**src/logic/channel_output_divider_regs.svh**
```systemverilog
`ifndef CHANNEL_OUTPUT_DIVIDER_REGS_SVH
`define CHANNEL_OUTPUT_DIVIDER_REGS_SVH

// Divider setting field
`define DIV_SETTING_W        7
`define DIV_SETTING_RESET    7'h0B
`define PRESCALE_LSB         0
`define PRESCALE_MSB         2
`define POW2_LSB             3
`define POW2_MSB             6

// Prescale codes
`define PRESCALE_BYPASS      3'h0
`define PRESCALE_DIV2        3'h1
`define PRESCALE_DIV3        3'h2
`define PRESCALE_DIV4        3'h3
`define PRESCALE_DIV5        3'h4

// Largest legal power-of-two code
`define POW2_MAX_CODE        4'hC
`define POW2_CNT_W           12
`define PRE_CNT_W            3
`define RATIO_W              15
`define POW2_CODE_W          4

// Stage ratios and counter steps
`define PRE_RATIO_ONE        3'h1
`define PRE_RATIO_TWO        3'h2
`define PRE_RATIO_THREE      3'h3
`define PRE_RATIO_FOUR       3'h4
`define PRE_RATIO_FIVE       3'h5
`define PRE_STEP             3'h1
`define PRE_CNT_ZERO         3'h0
`define POW2_STEP            12'h001
`define POW2_CNT_ZERO        12'h000
`define POW2_CODE_ZERO       4'h0
`define RATIO_ONE            15'h0001

`endif

```
**src/logic/channel_output_divider_pkg.sv**
```systemverilog
package channel_output_divider_pkg;

    typedef struct packed {
        logic [3:0] power_of_two_stage;
        logic [2:0] prescale_stage;
    } divider_setting_s;

endpackage

```
**src/logic/channel_output_divider.sv**
```systemverilog
`timescale 1ns/1ps
`include "channel_output_divider_regs.svh"

module channel_output_divider
(
    input  wire logic                                      ref_clk,
    input  wire logic                                      rst,
    input  wire logic                                      clk_en,
    input  wire logic                                      setting_we,
    input  wire channel_output_divider_pkg::divider_setting_s setting_wdata,
    output channel_output_divider_pkg::divider_setting_s   setting_rdata,
    output logic                                           div_clk_out,
    output logic [`RATIO_W-1:0]                            total_ratio
);
    import channel_output_divider_pkg::*;

    ////////////////////////////////////////////////////////////////////////
    // Stored setting and its next value
    divider_setting_s             setting_reg;
    divider_setting_s             setting_next;

    // Prescale counter and its output phase
    logic [`PRE_CNT_W-1:0]        pre_cnt_reg;
    logic [`PRE_CNT_W-1:0]        pre_cnt_next;
    logic                         pre_out_reg;
    logic                         pre_out_next;

    // Power-of-two counter, advanced once per prescale period
    logic [`POW2_CNT_W-1:0]       pow_cnt_reg;
    logic [`POW2_CNT_W-1:0]       pow_cnt_next;

    // Divided channel clock
    logic                         out_reg;
    logic                         out_next;

    ////////////////////////////////////////////////////////////////////////
    // Decoded setting
    logic [`PRE_CNT_W-1:0]        pre_code;
    logic [`POW2_CODE_W-1:0]      pow_raw;
    logic                         pre_bypass;
    logic [`PRE_CNT_W-1:0]        pre_ratio;
    logic [`PRE_CNT_W-1:0]        pre_last;
    logic [`PRE_CNT_W-1:0]        pre_half;
    logic                         pow_reserved;
    logic [`POW2_CODE_W-1:0]      pow_code;

    // Stage control
    logic                         pre_wrap;
    logic [`POW2_CNT_W-1:0]       pow_tap;
    logic                         pow_bit;

    // Ratio arithmetic
    logic [`RATIO_W-1:0]          pre_ratio_wide;
    logic [`RATIO_W-1:0]          cascade_ratio;

    // Reserved prescale codes need no flag: the map clamps them

    ////////////////////////////////////////////////////////////////////////
    // field split
    assign pre_code = setting_reg.prescale_stage;
    assign pow_raw  = setting_reg.power_of_two_stage;

    assign pre_bypass = (pre_code == `PRESCALE_BYPASS);

    // prescale ratio map
    // Reserved codes act as five, so a bad write cannot stall the counter
    always_comb
    begin
        case (pre_code)
            `PRESCALE_BYPASS:
            begin
                pre_ratio = `PRE_RATIO_ONE;
            end
            `PRESCALE_DIV2:
            begin
                pre_ratio = `PRE_RATIO_TWO;
            end
            `PRESCALE_DIV3:
            begin
                pre_ratio = `PRE_RATIO_THREE;
            end
            `PRESCALE_DIV4:
            begin
                pre_ratio = `PRE_RATIO_FOUR;
            end
            `PRESCALE_DIV5:
            begin
                pre_ratio = `PRE_RATIO_FIVE;
            end
            default:
            begin
                pre_ratio = `PRE_RATIO_FIVE;
            end
        endcase
    end

    // Counter end point and duty split
    assign pre_last = pre_ratio - `PRE_STEP;
    assign pre_half = pre_ratio >> 1;

    // reserved power-of-two codes clamp to the largest legal code
    assign pow_reserved = (pow_raw > `POW2_MAX_CODE);
    assign pow_code     = pow_reserved ? `POW2_MAX_CODE : pow_raw;

    ////////////////////////////////////////////////////////////////////////
    // Register write; writes with clk_en low are dropped
    assign setting_next = setting_we ? setting_wdata : setting_reg;

    always_ff @(posedge ref_clk)
    begin
        if (rst)
        begin
            setting_reg <= `DIV_SETTING_RESET;
        end
        else if (clk_en)
        begin
            setting_reg <= setting_next;
        end
    end

    // Read-back is the stored word, reserved codes included
    assign setting_rdata = setting_reg;

    ////////////////////////////////////////////////////////////////////////
    // Prescale stage: pre_ratio source cycles per output period.
    // Odd ratios give uneven duty; accepted, downstream only sees edges.
    // No phase restart on a new setting: a count past the new end wraps.
    assign pre_wrap     = (pre_cnt_reg >= pre_last);
    assign pre_cnt_next = pre_wrap ? `PRE_CNT_ZERO : pre_cnt_reg + `PRE_STEP;
    assign pre_out_next = (pre_cnt_reg >= pre_half);

    always_ff @(posedge ref_clk)
    begin
        if (rst)
        begin
            pre_cnt_reg <= `PRE_CNT_ZERO;
        end
        else if (clk_en)
        begin
            pre_cnt_reg <= pre_cnt_next;
        end
    end

    always_ff @(posedge ref_clk)
    begin
        if (rst)
        begin
            pre_out_reg <= 1'b0;
        end
        else if (clk_en)
        begin
            pre_out_reg <= pre_out_next;
        end
    end

    ////////////////////////////////////////////////////////////////////////
    // power-of-two stage: free counter advanced by prescale wraps
    assign pow_cnt_next = pre_wrap ? pow_cnt_reg + `POW2_STEP : pow_cnt_reg;

    always_ff @(posedge ref_clk)
    begin
        if (rst)
        begin
            pow_cnt_reg <= `POW2_CNT_ZERO;
        end
        else if (clk_en)
        begin
            pow_cnt_reg <= pow_cnt_next;
        end
    end

    // one tap per bit; bit k repeats every 2^(k+1) prescale periods
    // Reserved codes never reach the taps
    genvar tap_idx;
    generate
        for (tap_idx = 0; tap_idx < `POW2_CNT_W; tap_idx++)
        begin : g_pow_tap
            assign pow_tap[tap_idx] = (pow_code == `POW2_CODE_W'(tap_idx + 1)) & pow_cnt_reg[tap_idx];
        end
    endgenerate

    // Code zero passes the prescale output straight through
    assign pow_bit = (pow_code == `POW2_CODE_ZERO) ? pre_out_reg : |pow_tap;

    ////////////////////////////////////////////////////////////////////////
    // bypass selects the source-rate toggle; cascade otherwise.
    // Divide by one cannot come from a register at ref_clk; this models it
    // as a full-rate toggle marker, the real path is a mux in the clock tree.
    assign out_next = pre_bypass ? ~out_reg : pow_bit;

    always_ff @(posedge ref_clk)
    begin
        if (rst)
        begin
            out_reg <= 1'b0;
        end
        else if (clk_en)
        begin
            out_reg <= out_next;
        end
    end

    assign div_clk_out = out_reg;

    ////////////////////////////////////////////////////////////////////////
    // total ratio, up to five times 4096
    // product of the two stage ratios, or one when the prescale is bypassed
    // Largest product five shifted by twelve fits the ratio width
    assign pre_ratio_wide = {{(`RATIO_W - `PRE_CNT_W){1'b0}}, pre_ratio};
    assign cascade_ratio  = pre_ratio_wide << pow_code;
    assign total_ratio    = pre_bypass ? `RATIO_ONE : cascade_ratio;

endmodule

```
**config.mk**
```make
export PLATFORM = sky130hd
export DESIGN_NAME = channel_output_divider
export DESIGN_NICKNAME = d
export VERILOG_FILES = /design/src/logic/channel_output_divider_pkg.sv /design/src/logic/channel_output_divider.sv
export VERILOG_INCLUDE_DIRS = /design/src /design/src/logic
export SDC_FILE = /design/constraint.sdc
export NUM_CORES = 1
export LEC_CHECK = 0
export BUFFER_PORTS_ARGS = -buffer_cell sky130_fd_sc_hd__buf_4
export CORE_ASPECT_RATIO = 1.75
export CORE_MARGIN = 4
export CORE_UTILIZATION = 55
export DETAILED_ROUTE_END_ITERATION = 8
export PLACE_DENSITY = 0.79
export REMOVE_ABC_BUFFERS = 1
export SLEW_MARGIN = 10
export SYNTH_ARGS = -nofsm -noshare
export SYNTH_HDL_FRONTEND = slang
export SYNTH_SLANG_ARGS = --single-unit
```
**constraint.sdc**
```tcl
create_clock -name ref_clk -period 2.2 [get_ports ref_clk]
set_input_delay 0.22 -clock ref_clk [delete_from_list [all_inputs] [get_ports ref_clk]]
set_output_delay 0.22 -clock ref_clk [all_outputs]
set_load 0.01 [all_outputs]
```
Word-level counts from Yosys, hierarchy flattened:

Cells that the tools add are included.

* bits in registers: 24
* input port bits: 11
* word-level logic and storage cells: 52

* add/sub/neg operators: 3
* $lt $le $gt $ge: 3
* equal/unequal tests: 15
* shifts and indexed selects: 1
* multiplexer cells: 6
* bitwise operators: 13
* reductions and logical operators: 5

Operators by type and width (number)
* 4-bit equality test (second input constant): 5
* 4-bit by 3-bit equality test with 1-bit output (second input constant): 4
* 15-bit two-way mux: 1
* 3-bit by 4-bit << shifter with 15-bit output: 1
* 12-bit by 1-bit adder with 12-bit output (second input constant): 1
* 1-bit AND: 12
* 3-bit one-hot mux with 4 select lines: 1
* 12-bit OR reduction: 1
* 4-bit by 2-bit equality test with 1-bit output (second input constant): 2
* 3-bit by 2-bit equality test with 1-bit output (second input constant): 2
* 4-bit by 1-bit equality test with 1-bit output (second input constant): 1
* 4-bit > comparator (second input constant): 1
* 4-bit logical NOT: 1
* 4-bit two-way mux: 1
* 2-bit AND reduction: 2
* 3-bit by 1-bit adder with 3-bit output (second input constant): 1
* 3-bit by 1-bit equality test with 1-bit output (second input constant): 1
* 3-bit by 2-bit >= comparator with 1-bit output: 1
* 3-bit >= comparator: 1
* 3-bit logical NOT: 1
* 3-bit two-way mux: 1
* 3-bit by 1-bit subtractor with 3-bit output (second input constant): 1
* 1-bit two-way mux: 2
* 1-bit inverter: 1

Logic depth before layout (Yosys ltp):

* depth after elaboration: 7
* gate-level depth with buffers: 10
* gate-level depth less buffers: 7

Least setup slack after synthesis:

Ideal clock, no wire load.

* path type: register to register
* from: reg setting_reg, in the netlist pre_code[0]
* to: reg pre_cnt_reg[2]
* setup time: 0.074 ns
* arrival: 1.997 ns
* slack: 0.129 ns
* stages on the path, launching flop included: 10
* cells stage by stage: dfxtp_1 -> buf_2 -> nor2b_1 -> ha_1 -> nand2b_1 -> a31oi_1 -> buf_2 -> buf_4 -> nand4b_1 -> a31oi_1

* cells in the longest elaborated chain, start to end: 5

Ends and longest elaborated chain
* start: declaration: line channel_output_divider.sv:19 `divider_setting_s setting_reg;`
* start signal: assignment: line channel_output_divider.sv:113 `` setting_reg <= `DIV_SETTING_RESET; ``
* start signal: assignment: line channel_output_divider.sv:117 `setting_reg <= setting_next;`
* 3-bit by 2-bit equality test with 1-bit output, or another cell as far along: line channel_output_divider.sv:69 `case (pre_code)`
* 3-bit one-hot mux with 4 select lines (*): line channel_output_divider.sv:69
* 3-bit by 1-bit subtractor with 3-bit output (no line) (*)
* 3-bit >= comparator (*): line channel_output_divider.sv:128 `assign pre_wrap = (pre_cnt_reg >= pre_last);`
* 3-bit two-way mux (no line) (*)
* end signal: assignment: line channel_output_divider.sv:136 `` pre_cnt_reg <= `PRE_CNT_ZERO; ``
* end signal: assignment: line channel_output_divider.sv:140 `pre_cnt_reg <= pre_cnt_next;`
* end: declaration: line channel_output_divider.sv:23 `` logic [`PRE_CNT_W-1:0] pre_cnt_reg; ``

Every way passes the cells marked *; elsewhere a longest branch is shown, timed or not.
A chain may end at the register's enable or synchronous reset.

Final worst setup path:

* from: reg setting_reg, in the netlist pre_code[0]
* to: out total_ratio[2]

* cells in the longest elaborated chain, start to end: 4

Ends and longest elaborated chain
* 3-bit by 2-bit equality test with 1-bit output, or another cell as far along: line channel_output_divider.sv:69
* 3-bit one-hot mux with 4 select lines: line channel_output_divider.sv:69
* 3-bit by 4-bit << shifter with 15-bit output: line channel_output_divider.sv:210 `assign cascade_ratio = pre_ratio_wide << pow_code;`
* 15-bit two-way mux (*): line channel_output_divider.sv:211 `` assign total_ratio = pre_bypass ? `RATIO_ONE : cascade_ratio; ``
* end: declaration: line channel_output_divider.sv:13 `` output logic [`RATIO_W-1:0] total_ratio ``

Marks and branches as above.

==> flow_summary.rst <==
.. list-table::
   :header-rows: 1

   * - Metric
     - Value
   * - Number of design-rule violations left by the first detailed-router iteration
     - 56
   * - Kind of launch point of the worst setup path
     - register
   * - Flip-flop count of the largest register after layout
     - 12
   * - WL per Instance
     - 14.97 µm
   * - Antenna violations before repair
     - 0
   * - Category of the most critical setup path
     - register to output port
   * - Leakage dissipation
     - 0.8519 nW
   * - CTS tree
     - yes
   * - Cell with the most instances on the worst path
     - sky130_fd_sc_hd__buf_4
   * - Avg Cell Area, Syn
     - about 8 µm²
   * - Arr. time, crit path
     - about 1800 ps
   * - Area share of the leading cell type in the synthesized netlist
     - a little over a quarter
   * - Drc violations
     - 0
   * - Congestion Overflow GR
     - 0
   * - First-pass GRT wire length
     - approximately 7500 µm
   * - Share of the clock period used by the worst path
     - between 90% and 100%
   * - Shortest clock period the worst path allows after layout
     - 2064 ps
   * - Number of enable flip-flop cells after synthesis
     - 0
   * - Total half-perimeter wirelength after legalization and detailed placement
     - about 3300 µm
   * - Final count of hold timing violations
     - 0
   * - Number of storage elements in the synthesis netlist
     - 24
   * - Number of core rows
     - 27
   * - Synthesis-to-finish area growth
     - 17.65%
   * - Clock skew after layout
     - a little over 3 ps
   * - Total of endpoints with negative setup slack in the final report
     - 0
   * - Vias in the first global route
     - between 1500 and 2000
   * - Cell type with the highest aggregate area in the netlist
     - sky130_fd_sc_hd__dfxtp_1
   * - Core Box Area
     - approximately 0.0031 mm²
   * - Total routing resource utilization after global routing
     - 22.09%
   * - Largest stage delay on the critical path
     - around 460 ps
   * - Clock transition at the register clock pins on the worst setup and hold paths after CTS
     - 80 ps
   * - Status
     - finished clean
   * - Share of post-route cells with drive strength above 1
     - 24.02%
   * - Initial Utilization
     - 56.63%
   * - Critical path cell sequence
     - buf_4 > or3b_2 > mux2i_1 > a222oi_1 > buf_4 > nor2_1 > buf_4
   * - Cell area after synthesis
     - 0.001779 mm²
   * - Die Wd
     - between 50 and 60 µm
   * - Antenna cell count
     - 0
   * - Maximum vdd ir drop
     - 0.4185 mV
   * - Clk network pwr share
     - between 20 and 30%
   * - Crit path max fanout
     - 11
   * - Die Outline Area
     - 0.004245 mm²
   * - Type of destination of the critical path
     - output port
   * - Setup tns final
     - 0 ps
   * - Average vias per placed instance
     - 6.057
   * - Max Clock Freq
     - about 0.48 GHz
   * - Final WL
     - 4447 µm
   * - Post-placement worst setup slack
     - roughly 290 ps
   * - Mapped Cells
     - between 200 and 250
   * - Clock latency on the worst-skew pair
     - roughly 270 ps
   * - I/O Buffers
     - 33
   * - Internal Power
     - approximately 0.73 mW
   * - Max-slew headroom at the worst pin
     - a little under 60%
   * - Kind of cell with the highest combined delay on the critical path
     - simple AND/OR/NAND/NOR gates
   * - Required time reported for the critical path endpoint
     - 1980 ps
   * - Type of the worst min-delay path
     - input pin to register
   * - Share of the yosys chip area belonging to registers
     - a little over a quarter
   * - Routability cong.
     - ~0.89
   * - Main flop type after synthesis
     - sky130_fd_sc_hd__dfxtp_1
   * - Net switching power
     - 0.3186 mW
   * - Part of the power in registers
     - between 40% and 50%
   * - Buffer type at the clock tree root
     - sky130_fd_sc_hd__clkbuf_8
   * - Max H-tree Level
     - 1
   * - Max Transition Viols Final
     - 0
   * - Pwr per Cell Area
     - around 500 mW/mm²
   * - Die boundary height
     - 83.24 µm
   * - Via total after detailed routing
     - about 1800
   * - RSZ-0062 raised after global routing
     - no
   * - Iteration count of the initial detailed-routing pass
     - 4
   * - Number of distinct library cells after synthesis
     - 49
   * - # Max-Cap Violations
     - 0
   * - Critical path buffers and inverters
     - 3
   * - Number of warning messages in the yosys log
     - 0
   * - Worst slew pin tran
     - approximately 610 ps
   * - Number of sinks driven by the clock tree
     - 24
   * - Net switching fraction of the power
     - 30.33%
   * - Minimum setup slack in the final design
     - between 100 and 150 ps
   * - Pin count of the biggest net entering global routing
     - 31
   * - Final cell utilization of the core
     - between 60% and 70%
   * - Most area-consuming cells after synthesis
     - sky130_fd_sc_hd__dfxtp_1, sky130_fd_sc_hd__ha_1, sky130_fd_sc_hd__a21oi_1
   * - Antenna Violating Nets Remaining
     - 0
   * - Maximum count of clock buffers along a single path
     - 2
   * - Cell with the biggest individual delay on the critical path
     - sky130_fd_sc_hd__or3b_2
   * - Async SR Flop Fraction
     - 0%
   * - Number of clock buffers inserted by TritonCTS
     - 3
   * - Relative contribution of combinational cells to total power
     - between 20% and 30%
   * - I/O pin cnt
     - 34
   * - NumNets Final
     - 273
layout by cell type (no fill, tap or decap), types with 5 or more instances in the layout:
master	n
sky130_fd_sc_hd__nor2b_1	11
sky130_fd_sc_hd__mux2_2	6
sky130_fd_sc_hd__o21ai_0	10
sky130_fd_sc_hd__buf_4	44
sky130_fd_sc_hd__a21oi_1	15
sky130_fd_sc_hd__or4_1	6
sky130_fd_sc_hd__dfxtp_1	22
sky130_fd_sc_hd__ha_1	7
sky130_fd_sc_hd__inv_1	8
sky130_fd_sc_hd__nand3b_1	5
sky130_fd_sc_hd__nand3_1	10
sky130_fd_sc_hd__o31ai_1	5
sky130_fd_sc_hd__nor4_1	5
sky130_fd_sc_hd__nor2_1	20
sky130_fd_sc_hd__nand2_1	19
cell families (layout without fill, tap and decap cells):
family                   Yosys count  count (layout)  synth area share (%)
AND/OR/NAND/NOR                  101             101                 31.15
AO/OA/AOI/OAI                     56              56                 21.38
adder cells (fa/ha/maj)            7               7                 4.922
multiplexers                       9               9                 6.188
XOR/XNOR                           1               1                0.4924
flip-flops                        24              24                 27.00
buffers and inverters             26              56                 8.861
power by group through the flow:
stage / sequential [mW] / clock (mW) / combinational, mW
floorplan: 0.493 / 0 / 0.137
global placement: 0.481 / 0 / 0.268
detailed placement: 0.482 / 0 / 0.269
CTS: 0.471 / 0.305 / 0.270
global route: 0.476 / 0.331 / 0.306
finish: 0.472 / 0.303 / 0.275
synthesized netlist by cell type, types with 4 or more instances:
library cell / n
sky130_fd_sc_hd__a211oi_1: 4
sky130_fd_sc_hd__a21oi_1: 15
sky130_fd_sc_hd__buf_2: 6
sky130_fd_sc_hd__clkbuf_1: 5
sky130_fd_sc_hd__dfxtp_1: 24
sky130_fd_sc_hd__ha_1: 7
sky130_fd_sc_hd__inv_1: 8
sky130_fd_sc_hd__mux2_2: 6
sky130_fd_sc_hd__nand2_1: 19
sky130_fd_sc_hd__nand3_1: 10
sky130_fd_sc_hd__nand3b_1: 5
sky130_fd_sc_hd__nor2_1: 20
sky130_fd_sc_hd__nor2b_1: 11
sky130_fd_sc_hd__nor4_1: 5
sky130_fd_sc_hd__o21ai_0: 10
sky130_fd_sc_hd__o31ai_1: 5
sky130_fd_sc_hd__or3_1: 4
sky130_fd_sc_hd__or4_1: 6
worst register-to-register path, delay by kind of cell (launching register included):
kind	cells	cell delay, ps
AO/OA/AOI/OAI	1	160
AND/OR/NAND/NOR	3	500
multiplexers	1	290
adder cells (fa/ha/maj)	1	280
buffers and inverters	1	260
flip-flops	1	330
stage by stage:
step / hold WS [ps] / cells / power, mW / cell area (µm²)
2_1_floorplan: 289.1 / 206 / 0.6298 / 1652
3_3_place_gp: 473.5 / 292 / 0.7491 / 2028
3_5_place_dp: 480.9 / 292 / 0.7507 / 2028
4_1_cts: 217.2 / 296 / 1.046 / 2083
5_1_grt: 212.2 / 297 / 1.112 / 2093
6_report: 211.3 / 297 / 1.050 / 2093
metal layers:
metal	wire, µm	GRT usage, %	part of all wire, %	vias up
li1	-	-	-	893
met1	1757	24.64	40	834
met2	2397	39.84	54	59
met3	171	3.052	3.8	13
met4	121	9.314	2.7	0
met5	0	0	0	-
path summary, 6_finish.rpt:
path	start	endpoint	slack, ps	cells after the start
setup / recovery	pre_code[0]	total_ratio[2]	140	7
hold / removal	setting_wdata[5]	pow_raw[2]	210	3
setup reg to reg	pre_code[0]	pow_cnt_reg[5]	270	7
hold reg to reg	pre_out_reg	pre_out_reg	490	2
final cells by class:
type,instances,area [µm²]
Clock buffer,4,55.05
Fill cell,286,1049
Inverter,8,30.03
Multi-Input combinational cell,174,1141
Sequential cell,24,483.0
Tap cell,43,53.80
Timing Repair Buffer,44,330.3
timing repair:
action                                  in CTS  in global routing
buffers inserted                             0                  1
endpoints found under the setup margin       0                  7
hold buffers                                 0                  0
gates resized for setup                      0                  2
No activity file was read; power rests on OpenSTA's default activity.
